--- src/logic/evlc_pkg.sv ---
package evlc_pkg;

    localparam int          VEC_NUM_W        = 8;
    localparam int          ADDR_W           = 32;
    localparam int          OP_W             = 16;
    localparam int          VEC_TABLE_BYTES  = 1024;
    localparam int          VEC_COUNT        = 256;
    localparam logic [1:0]  VEC_SCALE_SHIFT  = 2'h2;
    localparam logic [15:0] LOOP_DISP        = 16'hFFFC;
    localparam logic [15:0] LOOP_CNT_EXPIRED = 16'hFFFF;
    localparam logic [31:0] VBR_RESET        = 32'h00000000;
    localparam logic [31:0] PC_RESET         = 32'h00000000;
    localparam logic [15:0] SR_RESET         = 16'h2700;
    localparam logic [15:0] SR_SUPER_BIT     = 16'h2000;
    localparam logic [15:0] SR_TRACE_MASK    = 16'h3FFF;
    localparam int          SR_IPL_LSB       = 8;
    localparam logic [2:0]  IPL_RESET        = 3'h7;
    localparam logic [7:0]  VEC_ILLEGAL      = 8'h04;
    localparam logic [7:0]  VEC_FORMAT_ERR   = 8'h0E;
    localparam logic [7:0]  VEC_ACCESS_FAULT = 8'h02;
    localparam logic [7:0]  VEC_LINE_F       = 8'h0B;
    localparam logic [3:0]  FMT_NORMAL       = 4'h0;
    localparam logic [3:0]  FMT_FAULT        = 4'hC;
    localparam logic [2:0]  FRAME_WORDS_NORM = 3'h4;
    localparam logic [2:0]  FRAME_WORDS_FLT  = 3'h6;
    localparam logic [31:0] FAULT_STATE_RST  = 32'h00000000;

    typedef enum logic [1:0] {
        EVLC_SIZE_BYTE,
        EVLC_SIZE_WORD,
        EVLC_SIZE_LONG,
        EVLC_SIZE_BAD
    } evlc_size_t;

endpackage : evlc_pkg

--- src/logic/evlc_core.sv ---
// How it works
// - loop branch with displacement -4 enters loop mode
// - only single-word, non-flow-changing instructions may be looped
// - in loop mode instruction fetches are suppressed, data cycles remain
// - after each loop pass, condition and counter decide continuation
// - any exception taken ends loop mode and resumes fetching
// - vector table is 256 long words, 1024 bytes at vector base
// - vector number is 8 bits, external or internally generated
// - vector address is base plus vector number times four
// - exception steps: copy status, get vector, save, load context
// - frame holds status register and program counter at exception
// - frame also holds vector offset and a format code
// - return from exception pops words chosen by format code
// - access fault saves small state, later refetches and restarts instruction
// - unimplemented opcodes and illegal modes take an emulation trap
// - bit field, module, dual swap, coprocessor, bcd opcodes are unimplemented
// - low power stop halts processor and signals intermodule bus shutdown
// - stopped until interrupt above chosen priority or at level 7, or reset
// - data sizes byte word long; address registers word and long only
// - eight data and seven address registers plus pc and stack pointers
`timescale 1ns/1ps
`default_nettype none
module evlc_core (
    input  wire logic                   clk_sys_i,
    input  wire logic                   rst_n_i,
    input  wire logic [15:0]            op_i,
    input  wire logic                   op_valid_i,
    input  wire logic [15:0]            disp_i,
    input  wire logic                   op_is_areg_i,
    input  wire evlc_pkg::evlc_size_t   size_i,
    input  wire logic                   cond_true_i,
    input  wire logic [15:0]            loop_cnt_i,
    input  wire logic                   pass_done_i,
    input  wire logic                   irq_req_i,
    input  wire logic [2:0]             irq_level_i,
    input  wire logic [7:0]             irq_vec_i,
    input  wire logic                   irq_vec_valid_i,
    input  wire logic                   fault_i,
    input  wire logic [31:0]            fault_state_i,
    input  wire logic                   vbr_we_i,
    input  wire logic [31:0]            vbr_wdata_i,
    input  wire logic [31:0]            pc_i,
    input  wire logic [15:0]            sr_i,
    input  wire logic [2:0]             stop_level_i,
    input  wire logic                   bus_ack_i,
    input  wire logic [15:0]            bus_rdata_i,
    output logic                        loop_mode_o,
    output logic                        fetch_en_o,
    output logic                        loop_exit_o,
    output logic [31:0]                 resume_pc_o,
    output logic                        exc_active_o,
    output logic [7:0]                  vec_num_o,
    output logic [31:0]                 vec_addr_o,
    output logic [15:0]                 sr_o,
    output logic                        bus_req_o,
    output logic                        bus_we_o,
    output logic [31:0]                 bus_addr_o,
    output logic [15:0]                 bus_wdata_o,
    output logic                        iack_o,
    output logic                        restart_o,
    output logic                        stopped_o,
    output logic                        imb_shutdown_o,
    output logic [31:0]                 vbr_o
);
    import evlc_pkg::*;

    typedef enum logic [3:0] {
        ST_RUN, ST_COPY_SR, ST_GET_VEC, ST_PUSH, ST_FETCH_HI, ST_FETCH_LO,
        ST_RTE_POP, ST_STOP
    } evlc_state_t;

    typedef struct packed {
        evlc_state_t st;
        logic        ext_d1;
        logic        ext_d2;
        logic [2:0]  lvl_d1;
        logic [2:0]  lvl_d2;
        logic        loop_mode;
        logic        fetch_en;
        logic        loop_exit;
        logic [31:0] resume_pc;
        logic [31:0] branch_pc;
        logic        exc_active;
        logic [7:0]  vec_num;
        logic [31:0] vec_addr;
        logic [15:0] sr_copy;
        logic [15:0] sr;
        logic [31:0] exc_pc;
        logic [3:0]  fmt;
        logic [31:0] fault_state;
        logic        bus_req;
        logic        bus_we;
        logic [31:0] bus_addr;
        logic [15:0] bus_wdata;
        logic [2:0]  word_idx;
        logic [2:0]  word_cnt;
        logic        iack;
        logic        restart;
        logic        stopped;
        logic        imb_shutdown;
        logic [31:0] vector_base_reg;
        logic [31:0] ssp;
        logic [2:0]  stop_lvl;
        logic        prev_ok;
    } evlc_reg_t;

    evlc_reg_t r_reg;
    evlc_reg_t r_next;

    logic unimpl;
    logic loopable;
    logic is_loop_branch;
    logic is_low_power_stop_instr;
    logic is_rte;
    logic irq_ok;
    logic [15:0] frame_word;

    evlc_opcheck u_opcheck (
        .op_i             (op_i),
        .op_is_areg_i     (op_is_areg_i),
        .size_i           (size_i),
        .unimpl_o         (unimpl),
        .loopable_o       (loopable),
        .is_loop_branch_o (is_loop_branch),
        .is_low_power_stop_instr_o      (is_low_power_stop_instr),
        .is_rte_o         (is_rte)
    );

    always_comb begin
        case (r_reg.word_idx)
            3'h0:    frame_word = r_reg.sr_copy;
            3'h1:    frame_word = r_reg.exc_pc[31:16];
            3'h2:    frame_word = r_reg.exc_pc[15:0];
            3'h3:    frame_word = {r_reg.fmt, 2'h0, r_reg.vec_num, 2'h0};
            3'h4:    frame_word = r_reg.fault_state[31:16];
            default: frame_word = r_reg.fault_state[15:0];
        endcase
    end

    always_comb begin
        r_next           = r_reg;
        r_next.ext_d1    = irq_req_i;
        r_next.ext_d2    = r_reg.ext_d1;
        r_next.lvl_d1    = irq_level_i;
        r_next.lvl_d2    = r_reg.lvl_d1;
        r_next.loop_exit = 1'b0;
        r_next.restart   = 1'b0;
        r_next.iack      = 1'b0;
        irq_ok           = r_reg.ext_d2 && (r_reg.lvl_d2 > r_reg.sr[10:SR_IPL_LSB]
                           || r_reg.lvl_d2 == 3'h7);
        if (vbr_we_i) begin
            r_next.vector_base_reg = vbr_wdata_i;
        end
        case (r_reg.st)
            ST_RUN: begin
                r_next.sr = sr_i;
                r_next.prev_ok = op_valid_i ? loopable : r_reg.prev_ok;
                if (fault_i || irq_ok || (op_valid_i && unimpl)) begin
                    r_next.loop_mode   = 1'b0;
                    r_next.fetch_en    = 1'b0;
                    r_next.exc_pc      = pc_i;
                    r_next.fault_state = fault_i ? fault_state_i : FAULT_STATE_RST;
                    r_next.fmt         = fault_i ? FMT_FAULT : FMT_NORMAL;
                    r_next.word_cnt    = fault_i ? FRAME_WORDS_FLT : FRAME_WORDS_NORM;
                    r_next.vec_num     = fault_i ? VEC_ACCESS_FAULT
                                       : (irq_ok ? 8'h00 : VEC_LINE_F);
                    r_next.restart     = fault_i;
                    r_next.st          = ST_COPY_SR;
                end else if (op_valid_i && is_low_power_stop_instr) begin
                    r_next.stopped      = 1'b1;
                    r_next.imb_shutdown = 1'b1;
                    r_next.fetch_en     = 1'b0;
                    r_next.stop_lvl     = stop_level_i;
                    r_next.st           = ST_STOP;
                end else if (op_valid_i && is_rte) begin
                    r_next.word_idx = 3'h0;
                    r_next.bus_req  = 1'b1;
                    r_next.bus_we   = 1'b0;
                    r_next.bus_addr = r_reg.ssp + 32'h6;
                    r_next.fetch_en = 1'b0;
                    r_next.st       = ST_RTE_POP;
                end else if (op_valid_i && is_loop_branch && !r_reg.loop_mode) begin
                    if (disp_i == LOOP_DISP && r_reg.prev_ok) begin
                        r_next.loop_mode = 1'b1;
                        r_next.fetch_en  = 1'b0;
                        r_next.branch_pc = pc_i + 32'h2;
                    end
                end else if (r_reg.loop_mode && pass_done_i) begin
                    if (cond_true_i || loop_cnt_i == LOOP_CNT_EXPIRED) begin
                        r_next.loop_mode = 1'b0;
                        r_next.fetch_en  = 1'b1;
                        r_next.loop_exit = 1'b1;
                        r_next.resume_pc = r_reg.branch_pc + 32'h2;
                    end
                end
            end
            ST_COPY_SR: begin
                r_next.sr_copy    = r_reg.sr;
                r_next.sr         = (r_reg.sr & SR_TRACE_MASK) | SR_SUPER_BIT;
                r_next.exc_active = 1'b1;
                r_next.st         = ST_GET_VEC;
                if (r_reg.vec_num == 8'h00) begin
                    r_next.iack = 1'b1;
                end
            end
            ST_GET_VEC: begin
                if (r_reg.vec_num != 8'h00 || irq_vec_valid_i) begin
                    if (r_reg.vec_num == 8'h00) begin
                        r_next.vec_num = irq_vec_i;
                        r_next.sr[10:SR_IPL_LSB] = r_reg.lvl_d2;
                    end
                    r_next.word_idx = 3'h0;
                    r_next.st       = ST_PUSH;
                end
            end
            ST_PUSH: begin
                r_next.vec_addr  = r_reg.vector_base_reg + {22'h0, r_reg.vec_num, 2'h0};
                r_next.bus_req   = 1'b1;
                r_next.bus_we    = 1'b1;
                r_next.bus_addr  = r_reg.ssp - {28'h0, r_reg.word_cnt, 1'b0}
                                   + {28'h0, r_reg.word_idx, 1'b0};
                r_next.bus_wdata = frame_word;
                if (r_reg.bus_req && bus_ack_i) begin
                    r_next.bus_req  = 1'b0;
                    r_next.word_idx = r_reg.word_idx + 3'h1;
                    if (r_reg.word_idx + 3'h1 == r_reg.word_cnt) begin
                        r_next.ssp      = r_reg.ssp - {28'h0, r_reg.word_cnt, 1'b0};
                        r_next.bus_addr = r_next.vec_addr;
                        r_next.bus_we   = 1'b0;
                        r_next.bus_req  = 1'b1;
                        r_next.st       = ST_FETCH_HI;
                    end
                end
            end
            ST_FETCH_HI: begin
                if (bus_ack_i) begin
                    r_next.resume_pc[31:16] = bus_rdata_i;
                    r_next.bus_addr         = r_reg.bus_addr + 32'h2;
                    r_next.st               = ST_FETCH_LO;
                end
            end
            ST_FETCH_LO: begin
                if (bus_ack_i) begin
                    r_next.resume_pc[15:0] = bus_rdata_i;
                    r_next.bus_req         = 1'b0;
                    r_next.exc_active      = 1'b0;
                    r_next.fetch_en        = 1'b1;
                    r_next.st              = ST_RUN;
                end
            end
            ST_RTE_POP: begin
                if (bus_ack_i) begin
                    r_next.bus_req = 1'b0;
                    if (bus_rdata_i[15:12] == FMT_FAULT) begin
                        r_next.ssp     = r_reg.ssp + {28'h0, FRAME_WORDS_FLT, 1'b0};
                        r_next.restart = 1'b1;
                    end else if (bus_rdata_i[15:12] == FMT_NORMAL) begin
                        r_next.ssp = r_reg.ssp + {28'h0, FRAME_WORDS_NORM, 1'b0};
                    end else begin
                        r_next.vec_num  = VEC_FORMAT_ERR;
                        r_next.fmt      = FMT_NORMAL;
                        r_next.word_cnt = FRAME_WORDS_NORM;
                        r_next.exc_pc   = pc_i;
                        r_next.st       = ST_COPY_SR;
                    end
                    if (bus_rdata_i[15:12] == FMT_FAULT
                        || bus_rdata_i[15:12] == FMT_NORMAL) begin
                        r_next.fetch_en = 1'b1;
                        r_next.st       = ST_RUN;
                    end
                end
            end
            ST_STOP: begin
                if (r_reg.ext_d2 && (r_reg.lvl_d2 > r_reg.stop_lvl
                    || r_reg.lvl_d2 == 3'h7)) begin
                    r_next.stopped      = 1'b0;
                    r_next.imb_shutdown = 1'b0;
                    r_next.vec_num      = 8'h00;
                    r_next.fmt          = FMT_NORMAL;
                    r_next.word_cnt     = FRAME_WORDS_NORM;
                    r_next.exc_pc       = pc_i;
                    r_next.st           = ST_COPY_SR;
                end
            end
            default: r_next.st = ST_RUN;
        endcase
    end

    always_ff @(posedge clk_sys_i or negedge rst_n_i) begin
        if (!rst_n_i) begin
            r_reg              <= '0;
            r_reg.st           <= ST_RUN;
            r_reg.fetch_en     <= 1'b1;
            r_reg.sr           <= SR_RESET;
            r_reg.vector_base_reg          <= VBR_RESET;
            r_reg.resume_pc    <= PC_RESET;
            r_reg.stop_lvl     <= IPL_RESET;
        end else begin
            r_reg <= r_next;
        end
    end

    assign loop_mode_o    = r_reg.loop_mode;
    assign fetch_en_o     = r_reg.fetch_en;
    assign loop_exit_o    = r_reg.loop_exit;
    assign resume_pc_o    = r_reg.resume_pc;
    assign exc_active_o   = r_reg.exc_active;
    assign vec_num_o      = r_reg.vec_num;
    assign vec_addr_o     = r_reg.vec_addr;
    assign sr_o           = r_reg.sr;
    assign bus_req_o      = r_reg.bus_req;
    assign bus_we_o       = r_reg.bus_we;
    assign bus_addr_o     = r_reg.bus_addr;
    assign bus_wdata_o    = r_reg.bus_wdata;
    assign iack_o         = r_reg.iack;
    assign restart_o      = r_reg.restart;
    assign stopped_o      = r_reg.stopped;
    assign imb_shutdown_o = r_reg.imb_shutdown;
    assign vbr_o          = r_reg.vector_base_reg;
endmodule // evlc_core
`default_nettype wire

--- src/logic/evlc_opcheck.sv ---
`timescale 1ns/1ps
`default_nettype none
module evlc_opcheck (
    input  wire logic [15:0]        op_i,
    input  wire logic               op_is_areg_i,
    input  wire evlc_pkg::evlc_size_t size_i,
    output logic                    unimpl_o,
    output logic                    loopable_o,
    output logic                    is_loop_branch_o,
    output logic                    is_low_power_stop_instr_o,
    output logic                    is_rte_o
);
    import evlc_pkg::*;

    logic bit_field_ops;
    logic module_call;
    logic dual_compare_and_swap;
    logic coproc;
    logic bcd_expand;
    logic bad_size;

    always_comb begin
        bit_field_ops         = (op_i[15:11] == 5'h1D) && (op_i[7:6] == 2'h3);
        module_call           = (op_i[15:6] == 10'h01B);
        dual_compare_and_swap = (op_i[15:11] == 5'h01) && op_i[9] && (op_i[7:6] == 2'h3);
        coproc                = (op_i[15:12] == 4'hF) && (op_i != 16'hF800);
        bcd_expand            = (op_i[15:12] == 4'h8) && (op_i[8:4] inside {5'h14, 5'h18});
        bad_size              = (size_i == EVLC_SIZE_BAD)
                                || (op_is_areg_i && size_i == EVLC_SIZE_BYTE);
        unimpl_o              = bit_field_ops || module_call || dual_compare_and_swap
                                || coproc || bcd_expand || bad_size;
        is_loop_branch_o      = (op_i[15:12] == 4'h5) && (op_i[7:3] == 5'h19);
        is_low_power_stop_instr_o           = (op_i == 16'hF800);
        is_rte_o              = (op_i == 16'h4E73);
        loopable_o            = !unimpl_o && !is_loop_branch_o && !is_rte_o
                                && (op_i[15:12] != 4'h6) && (op_i[15:7] != 9'h09D)
                                && (op_i[15:4] != 12'h4E4) && (op_i[15:2] != 14'h139D)
                                && !(op_i[5:0] inside {[6'h28:6'h3C]});
    end
endmodule // evlc_opcheck
`default_nettype wire

--- config.mk ---
export PLATFORM = sky130hd
export DESIGN_NAME = evlc_core
export DESIGN_NICKNAME = d
export VERILOG_FILES = /design/src/logic/evlc_pkg.sv /design/src/logic/evlc_core.sv /design/src/logic/evlc_opcheck.sv
export SDC_FILE = /design/constraint.sdc
export NUM_CORES = 1
export LEC_CHECK = 0
export BUFFER_PORTS_ARGS = -buffer_cell sky130_fd_sc_hd__buf_2
export CAP_MARGIN = 10
export CORE_MARGIN = 1
export CORE_UTILIZATION = 40
export DETAILED_ROUTE_END_ITERATION = 12
export GPL_ROUTABILITY_DRIVEN = 0
export PLACE_DENSITY = 0.56
export SETUP_SLACK_MARGIN = 0.1
export SYNTH_ARGS = -nofsm -noshare
export SYNTH_HDL_FRONTEND = slang
export SYNTH_HIERARCHICAL = 1
export SYNTH_SLANG_ARGS = --single-unit
--- constraint.sdc ---
create_clock -name clk_sys_i -period 13.1 [get_ports clk_sys_i]
set_input_delay 1.31 -clock clk_sys_i [delete_from_list [all_inputs] [get_ports clk_sys_i]]
set_output_delay 1.31 -clock clk_sys_i [all_outputs]
set_load 0.05 [all_outputs]
* Yosys cells after proc, flatten, opt, wreduce, memory -nomap -nowiden
Index checks and enable logic that the tools add are counted.
** Word-level totals
- Bits in registers :: 348
- Latch bits :: 0
- Bits in writable memories :: 0
- Memory bits (read-only) :: 0
- Bits of input ports :: 203
- Output and inout port bits :: 178
- Word-level logic and storage cells :: 306
- Memories :: 0
** Operators by class
- Add/subtract/negate cells :: 10
- Multipliers :: 0
- Div/mod/pow operators :: 0
- Magnitude comparators :: 4
- Eq/ne operators :: 65
- Shift-type cells :: 0
- Mux-type cells :: 100
- Bitwise gates (word level) :: 4
- Reduce and logical (&&, ||, !) cells :: 87
** Operators by type and width (number)
- $mux W32 :: 9
- $mux W65 :: 3
- $mux W34 :: 5
- $mux W36 :: 4
- $pmux W36 S3 :: 1
- $add A32 B2 Y32 const B :: 3
- $pmux W32 S3 :: 1
- $pmux W16 S5 :: 1
- $mux W35 :: 2
- $mux W68 :: 1
- $add A32 B4 Y32 const B :: 2
- $mux W4 :: 16
- $pmux W16 S2 :: 2
- $pmux W32 S2 :: 1
- $mux W8 :: 7
- $eq A16 B16 Y1 const B :: 3
- $ne A2 B2 Y1 const B :: 22
- $mux W3 :: 12
- $mux W33 :: 1
- $add A32 B10 Y32 :: 1
- $add A32 B3 Y32 const B :: 1
- $add A32 B4 Y32 :: 1
- $pmux W4 S8 :: 1
- $pmux W8 S4 :: 1
- 58 further kinds :: 169

* Longest topological paths before layout
Gate-level depths: netlist (run 1).
- Word-level depth :: 15
- Depth in mapped cells :: 15
- Mapped depth without buffers :: 13

* Cells and area by module
Netlist (run 1), hierarchy kept.
** Modules (own cells, without submodules)
- evlc_core :: instances 1, cells each 2432, area each 21015.2 sq um
- evlc_opcheck :: instances 1, cells each 42, area each 290.3 sq um

* Worst setup path after synthesis (run 1)
OpenSTA, ideal clock, no wires.
- Path type :: input port to flip-flop
- Start point :: in op_i[14]
- End point :: reg r_reg (netlist bit resume_pc_o[16])
- Arrival time :: 4.068 ns
- Setup slack :: 8.907 ns
- Stages :: 12
- Path buffers :: 2
- Cells stage by stage :: and3_1 and3b_1 o221ai_2 nand3_2 nand2_1 nand3_1 or3b_2 clkbuf_1 o21a_1 nor2_1 clkbuf_1 mux2_2
** On the way
- Cells in the longest elaborated chain, start to end :: 11
- Elaborated cells between the ends (all ways) :: 31
- Classes of those cells :: eq/ne (13); reduce/logical (18)
** Ends and longest elaborated chain
- start: declaration :: line evlc_core.sv:26 : input wire logic [15:0] op_i,
- $eq A5 B5 Y1 / $eq A5 B1 Y1 (equally long branches) :: line evlc_opcheck.sv:23, evlc_opcheck.sv:25
- $logic_and A1 B1 Y1 (on tied branches) :: line evlc_opcheck.sv:23, evlc_opcheck.sv:25
- $logic_or A1 B1 Y1 / $logic_and A1 B1 Y1 (equally long branches) :: line evlc_opcheck.sv:30, evlc_opcheck.sv:25
- $logic_or A1 B1 Y1 :: line evlc_opcheck.sv:30 : unimpl_o = bit_field_ops || module_call || dual_compare_and_swap
- $logic_or A1 B1 Y1 :: line evlc_opcheck.sv:31 : || coproc || bcd_expand || bad_size;
- $logic_or A1 B1 Y1 * (2 in series) :: line evlc_opcheck.sv:31
- via unimpl :: line evlc_core.sv:110 : logic unimpl;
- $logic_and A1 B1 Y1 * :: line evlc_core.sv:158 : if (fault_i || irq_ok || (op_valid_i && unimpl)) begin
- $logic_or A1 B1 Y1 * :: line evlc_core.sv:158
- $ne A2 B2 Y1 (no line) *
- $reduce_and A8 Y1 (no line) *
- end signal: assignment :: line evlc_core.sv:299 : r_reg <= r_next;
- end: declaration :: line evlc_core.sv:107 : evlc_reg_t r_reg;
The timed path passes the listed nets; every way through them passes the cells marked *.
A chain may end at the register's enable or synchronous reset.

* Worst setup path in the final report (run 1)
- Start point :: reg r_reg[6] (netlist bit)
- End point :: reg r_reg (netlist bit bus_addr_o[30])
** On the way
- Cells in the longest elaborated chain, start to end :: 5
- Elaborated cells between the ends (all ways) :: 9
- Classes of those cells :: add/sub (3); mux (6)
** Ends and longest elaborated chain
- $sub A32 B4 Y32 / $add A32 B3 Y32 (equally long branches) :: line evlc_core.sv:220, evlc_core.sv:179
- $add A32 B4 Y32 / $mux W34 (equally long branches) :: line evlc_core.sv:221, evlc_core.sv:175
- $mux W34 (on tied branches) :: line evlc_core.sv:226, evlc_core.sv:169
- $mux W34 (on tied branches) :: line evlc_core.sv:223, evlc_core.sv:158
- $pmux W32 S3 * :: line evlc_core.sv:154 : case (r_reg.st)
Mark *: on every way between the ends. The rest lies on a longest branch, timed or not. The select of a mux whose other input is x is not followed.

==> flow_summary.ini, run 1 <==
[timing]
final.setup.worst_slack_ns = 8.452
fin_skew_ns = 0.01925
hold_viol_final = 0
setup_viol = 0
slew_viol_final = 0
fmax_mhz = 215.2
grt_setup_unrepaired = false
period_needed_ns = 4.648
worst_pin_slew_ns = 1.230
fin_crit_sh_pct = 35.48
relSlewSlack_pct = 17.99
tns_ns = 0

[power_and_ir_drop]
ir_drop_uv = 146.7
powerDensity_mw_per_mm2 = 245.6
p_comb_share_pct = 47.4
power.switching_mw = 2.898
swShare_pct = 48.99
power_frac_seq_pct = 31.2
leakage_nw = 10.57
internal_power_mw = 3.017
p_clk_share_pct = 21.4

[clock_network]
clockBufferDepth = 3
worstSkewPairLatency_ns = 0.58
cts_hold_buf = 0
post_cts_resized = 0
postCtsSetupBuffers = 0
clockRootBuffer = clkbuf_16
cts.clk_slew.worst_paths_ns = 0.06
h-tree-depth = 2
cts_made_buffers = 42
cts.sinks = 339
cts_tree = yes

[routing]
vias_per_cell = 5.718
dr.pass1.iters = 7
dr_total_vias = 19127
wl_um = 73540
first_iter_violations = 1596
drc = 0
wl_per_cell_um = 21.98
antenna_left = 0

[grt]
grt_max_degree = 162
grt_pass1_vias = 18414
grt-ovfl-total = 0
grt_pass1_wl_um = 110900
grt_antenna_before_repair = 10
grt_usage_pct = 26.68

[layout]
multi_input_area_sq_mm = 0.01090
fillers = 5167
nets = 2858
stdcell_area_sq_mm = 0.02409
largest_reg_flops = 158
layout-drive-gt1-share_pct = 22.88
area_growth_pct = 13.06
area.sequential_sq_mm = 0.008493

[synth]
ys_ff_latch = 339
synth_warnings = 6
synth_flop_cell = dfrtp_1
seq_area_frac_synth_pct = 39.86
synthCells = 2474
synth_enable_flop_cells = 0
synth_cell_types = 87
synth_area_leaders = dfrtp_1, nand2_1, buf_4, o21ai_0, xnor2_1
synth.avg_cell_area_sq_um = 8.612
netlist.area_leader.share_pct = 38.88
synth_fp_nets = 2710
synth_top_area_cell = dfrtp_1
async_reset_ff_share_pct = 100.0
synth_area_sq_mm = 0.02131

[setup_path]
path_common_cell = inv_1
path_class = register to register
arrival_ns = 5.11
required_ns = 13.56
worstPathCellList = inv_1 -> ha_1 -> inv_1 -> fa_1 -> inv_1 -> fa_1 -> or2_2 -> a221oi_1 -> nor4b_2 -> and3_1 -> nand4_1 -> xnor2_1 -> a221o_1
max_stage_delay_ns = 0.71
critPathSlowestCell = nor4b_2
end_kind = register
crit_fanout = 10
startpoint_type = register

[die]
start_util_pct = 40.54
pin_count = 381
dieArea_sq_mm = 0.05419
die_h_um = 232.8
num_rows = 84
coreArea_sq_mm = 0.05255
die_w_um = 232.8

[place]
pre_cts_slack_ns = 8.411
numPortBuffers = 380
placed_cell_area_sq_mm = 0.02256
post-dp-hpwl_um = 55440

[run]
drv_cap = 0

[status]
outcome = completed

[hold_path]
hp-class = register to register
[per-layer routing]
| layer | wire length (um) | vias to the layer above | part of all wire (%) | global-route usage (%) |
|---|---|---|---|---|
| met5 | 80 | - | 0.11 | 0 |
| met4 | 2634 | 12 | 3.6 | 9.681 |
| met3 | 4796 | 154 | 6.5 | 4.926 |
| met2 | 36150 | 740 | 49 | 45.81 |
| met1 | 29880 | 9315 | 41 | 33.24 |
| li1 | - | 8906 | - | - |
[cell families after synthesis]
group	after synthesis	synth area share, %
adders and majority gates	33	2.044
DFF	339	39.86
AOI/OAI and AO/OA	556	16.57
buffers and inverters	349	9.161
xor gates and xnor gates	190	7.811
muxes	78	4.070
and+or+nand+nor	929	20.48
[layout by cell type, fill, tap and decap left out, types with 10 or more instances in the layout]
master and instances:
a21o_1 10, a21oi_1 148, a222oi_1 16, a22o_1 37
a22oi_1 19, a31oi_1 19, and2_1 11, and3_1 36
and4_1 13, buf_2 379, buf_4 29, clkbuf_16 43
clkbuf_8 11, dfrtp_1 331, ha_1 30, inv_1 39
mux2_2 69, nand2_1 354, nand3_1 82, nand4_1 48
nor2_1 221, nor3_1 53, nor4_1 29, o211ai_1 12
o21a_1 11, o21ai_0 172, o22ai_1 21, or2_2 14
or3_1 13, xnor2_1 97, xor2_1 93
[critical path, delay by kind of cell, from the launching register on]
kind	cells	cell delay (ns)
AOI/OAI and AO/OA	2	0.84
xor gates and xnor gates	1	0.16
adders and majority gates	3	1.17
buffers and inverters	3	0.26
DFF	1	0.48
and+or+nand+nor	4	1.62
[power by group through the flow]
stage	sequential [mW]	combinational (mW)	clock (mW)
after CTS	1.83	2.80	1.29
after global placement	1.84	2.75	0
after floorplan	1.64	2.38	0
final	1.85	2.81	1.26
after detailed placement	1.85	2.79	0
after global routing	1.89	3.03	1.32
[per-stage QoR]
step,cells,power (mW),util (%),hold WS (ns)
2_1_floorplan,2474,4.013,-,0.3312
3_3_place_gp,3265,4.590,42.94,0.3360
3_5_place_dp,3265,4.639,42.94,0.3365
4_1_cts,3340,5.919,45.80,0.3543
5_1_grt,3343,6.240,45.83,0.3595
6_report,3345,5.916,45.84,0.3511
[final timing paths]
path,start,end,slack [ns],cells after the start
worst max-delay path,r_reg[6]$_DFFE_PN0P_,bus_addr_o[30]$_DFFE_PN0P_,8.45,13
worst min-delay path,r_next[337]$_DFF_PN0_,r_reg[337]$_DFF_PN0_,0.35,0
worst max register to register,r_reg[6]$_DFFE_PN0P_,bus_addr_o[30]$_DFFE_PN0P_,8.45,13
worst min register to register,r_next[337]$_DFF_PN0_,r_reg[337]$_DFF_PN0_,0.35,0
max in group asynchronous,rst_n_i,resume_pc_o[26]$_DFFE_PN0P_,10.70,2
min in group asynchronous,rst_n_i,r_reg[35]$_DFFE_PN0P_,0.75,1
[cell usage after synthesis (14+ instances only)]
| cell | count |
|---|---|
| a31oi_1 | 19 |
| dfrtp_1 | 331 |
| buf_1 | 14 |
| and3_1 | 36 |
| ha_1 | 30 |
| nand2_1 | 354 |
| nand4_1 | 48 |
| o21ai_0 | 174 |
| buf_4 | 170 |
| or2_2 | 14 |
| a22oi_1 | 19 |
| xor2_1 | 93 |
| inv_1 | 39 |
| clkbuf_1 | 120 |
| nor3_1 | 55 |
| a21oi_1 | 149 |
| xnor2_1 | 97 |
| nor2_1 | 224 |
| a222oi_1 | 16 |
| nand3_1 | 82 |
| mux2_2 | 69 |
| o22ai_1 | 21 |
| a22o_1 | 37 |
| nor4_1 | 29 |
[layout make-up]
class | instances | share of cell area (%)
multi-input combinational | 1786 | 45.27
clock buffer | 56 | 5.127
tap | 688 | 3.574
clock inverter | 19 | 1.106
inverter | 42 | 0.6545
sequential | 339 | 35.26
timing repair buffer | 411 | 8.971
antenna | 4 | 0.04156
Power figures use the tool's default switching activity.
==> inputs of run 2 (changes only) <==
==> constraint.sdc (replaced) <==
create_clock -name clk_sys_i -period 4.3 [get_ports clk_sys_i]
set_input_delay 0.43 -clock clk_sys_i [delete_from_list [all_inputs] [get_ports clk_sys_i]]
set_output_delay 0.43 -clock clk_sys_i [all_outputs]
set_load 0.05 [all_outputs]
==> run 2 against run 1 <==
  * Final area increased by 0.77%
  * Sequential share of layout area decreased by 0.27 points
  * Sequential cell count unchanged
  * Clock skew increased by 0.0046 ns
  * Fmax increased by 20%
  * Sequential power increased to 3.0 times the previous value
  * First-iteration DRC count increased by 11%
  * Non-clock buffer count increased by 41
  * Highest routed layer unchanged
  * Combinational power increased to 3.2 times the previous value
  * Clock power increased to 2.8 times the previous value
==> flow_summary.ini, run 2 (same netlist as run 1, synthesis figures left out) <==
[status]
outcome = completed

[grt]
grt_pass1_vias = 18523
grt_max_degree = 101
grt_usage_pct = 26.78
grt-ovfl-total = 0
grt_antenna_before_repair = 11
grt_pass1_wl_um = 111300

[power_and_ir_drop]
powerDensity_mw_per_mm2 = 740.3
ir_drop_uv = 601.2
leakage_nw = 10.71

[setup_path]
end_kind = register
worstPathCellList = inv_1 -> ha_1 -> inv_1 -> fa_1 -> inv_1 -> fa_1 -> or2_2 -> a221oi_1 -> nor4b_2 -> buf_4 -> or3b_1 -> xor2_1 -> o211ai_1 -> o211ai_1
rr_endpoint = bus_addr_o[16]$_DFFE_PN0P_
path_buf_inv = 4
startpoint_type = register
max_stage_delay_ns = 0.54
critPathSlowestCell = fa_1
cp-startpoint = r_reg[6]$_DFFE_PN0P_
crit_cells = 14
cp_top_family = adder cells
required_ns = 4.70
ff2ff_setup_slack_ns = 0.44
arrival_ns = 4.26
reg2reg_from = r_reg[6]$_DFFE_PN0P_
reg2regPathDepth = 14
path_class = register to register
crit_path_end = bus_addr_o[16]$_DFFE_PN0P_
path_common_cell = inv_1
crit_fanout = 7

[die]
num_rows = 84
dieArea_sq_mm = 0.05419
pin_count = 381
coreArea_sq_mm = 0.05255
start_util_pct = 40.54
die_h_um = 232.8
die_w_um = 232.8

[layout]
mostFrequentLayoutCell = buf_2
fin_util_pct = 46.19
fillers = 5192
final_cell_mix = buf_2, nand2_1, dfrtp_1, nor2_1, o21ai_0
area_growth_pct = 13.93
nets = 2898
fin_cells = 3383
layout-drive-gt1-share_pct = 23.60
largest_reg_flops = 158

[timing]
grt_setup_unrepaired = false
fin_skew_ns = 0.02389
worst_pin_slew_ns = 1.097
fin_crit_sh_pct = 89.75
fmax_mhz = 259.1
slew_viol_final = 0
period_needed_ns = 3.859
hold_viol_final = 0
relSlewSlack_pct = 26.30
tns_ns = 0
setup_viol = 0

[routing]
wl_per_cell_um = 21.78
vias_per_cell = 5.696
dr.pass1.iters = 9
wl_um = 73700
met3_length_um = 4866
dr_total_vias = 19271
routed.top_layer = met5
first_iter_violations = 1779
drc = 0
met1_length_um = 29780
antenna_left = 0
wl_met2_um = 35980

[place]
place_inst = 3302
post-dp-hpwl_um = 56550
numPortBuffers = 380

[clock_network]
clockRootBuffer = clkbuf_16
worstSkewPairLatency_ns = 0.58
h-tree-depth = 2
cts_made_buffers = 41
cts.sinks = 339
clockBufferDepth = 3
cts.clk_slew.worst_paths_ns = 0.06
cts_tree = yes

[hold_path]
hp-class = input pin to register
hold_depth = 3
min_from = sr_i[1]

[run]
drv_cap = 0
==> run 2: worst reg2reg max path: stages, from the launching register on <==
cell and delay (ns):
dfrtp_1 0.37, inv_1 0.08, ha_1 0.18, inv_1 0.06
fa_1 0.54, inv_1 0.07, fa_1 0.43, or2_2 0.33
a221oi_1 0.33, nor4b_2 0.26, buf_4 0.19, or3b_1 0.38
xor2_1 0.15, o211ai_1 0.20, o211ai_1 0.12
==> run 2: power by group <==
part | internal, mW | switching [mW] | leakage (nW)
sequential | 4.30 | 1.19 | 4.21
combinational | 2.63 | 6.27 | 5.83
clock | 2.13 | 1.44 | 0.673
==> run 2: cell type report <==
| cell class | instances | area [sq um] | area share (%) |
|---|---|---|---|
| Inverter | 42 | 157.7 | 0.6495 |
| Antenna cell | 4 | 10.01 | 0.04124 |
| Tap cell | 688 | 860.8 | 3.546 |
| Timing Repair Buffer | 452 | 2477 | 10.21 |
| Multi-Input combinational cell | 1786 | 10900 | 44.90 |
| Clock buffer | 58 | 1200 | 4.943 |
| Clock inverter | 14 | 175.2 | 0.7216 |
| Sequential cell | 339 | 8493 | 34.99 |
==> run 2: worst min path at each step <==
stage / endpoint / slack, ns
global route: sr_o[6]$_DFFE_PN0P_ / 0.05
floorplan: bus_addr_o[0]$_DFFE_PN0P_ / 0.13
global placement: r_reg[336]$_DFF_PN0_ / 0.34
finish: sr_o[1]$_DFFE_PN0P_ / 0.04
CTS: sr_o[1]$_DFFE_PN0P_ / 0.02
detailed placement: r_reg[338]$_DFF_PN0_ / 0.34
==> run 2: stage by stage <==
step	cell area [sq um]	worst slack, ns	hold slack (ns)	power [mW]
6_report	24270	0.4409	0.04413	17.97
5_1_grt	24270	0.1963	0.04755	18.99
4_1_cts	24260	0.4927	0.01888	17.99
3_5_place_dp	22840	0.4332	0.3372	14.35
3_3_place_gp	22840	0.5473	0.3376	14.21
2_1_floorplan	21310	0.1899	0.1344	12.23
==> run 2: what timing repair did <==
action / CTS / global route
hold endpoints to repair: 87 / 0
setup endpoints to repair: 0 / 0
setup buffers: 0 / 0
gates resized for setup: 0 / 0
hold buffers: 5 / 0
==> run 2: layer usage <==
metal | vias to the layer above | track usage, %
met1 | 9372 | 33.97
met3 | 156 | 4.890
met4 | 14 | 11.44
met2 | 741 | 44.50
met5 | - | 0
li1 | 8988 | -
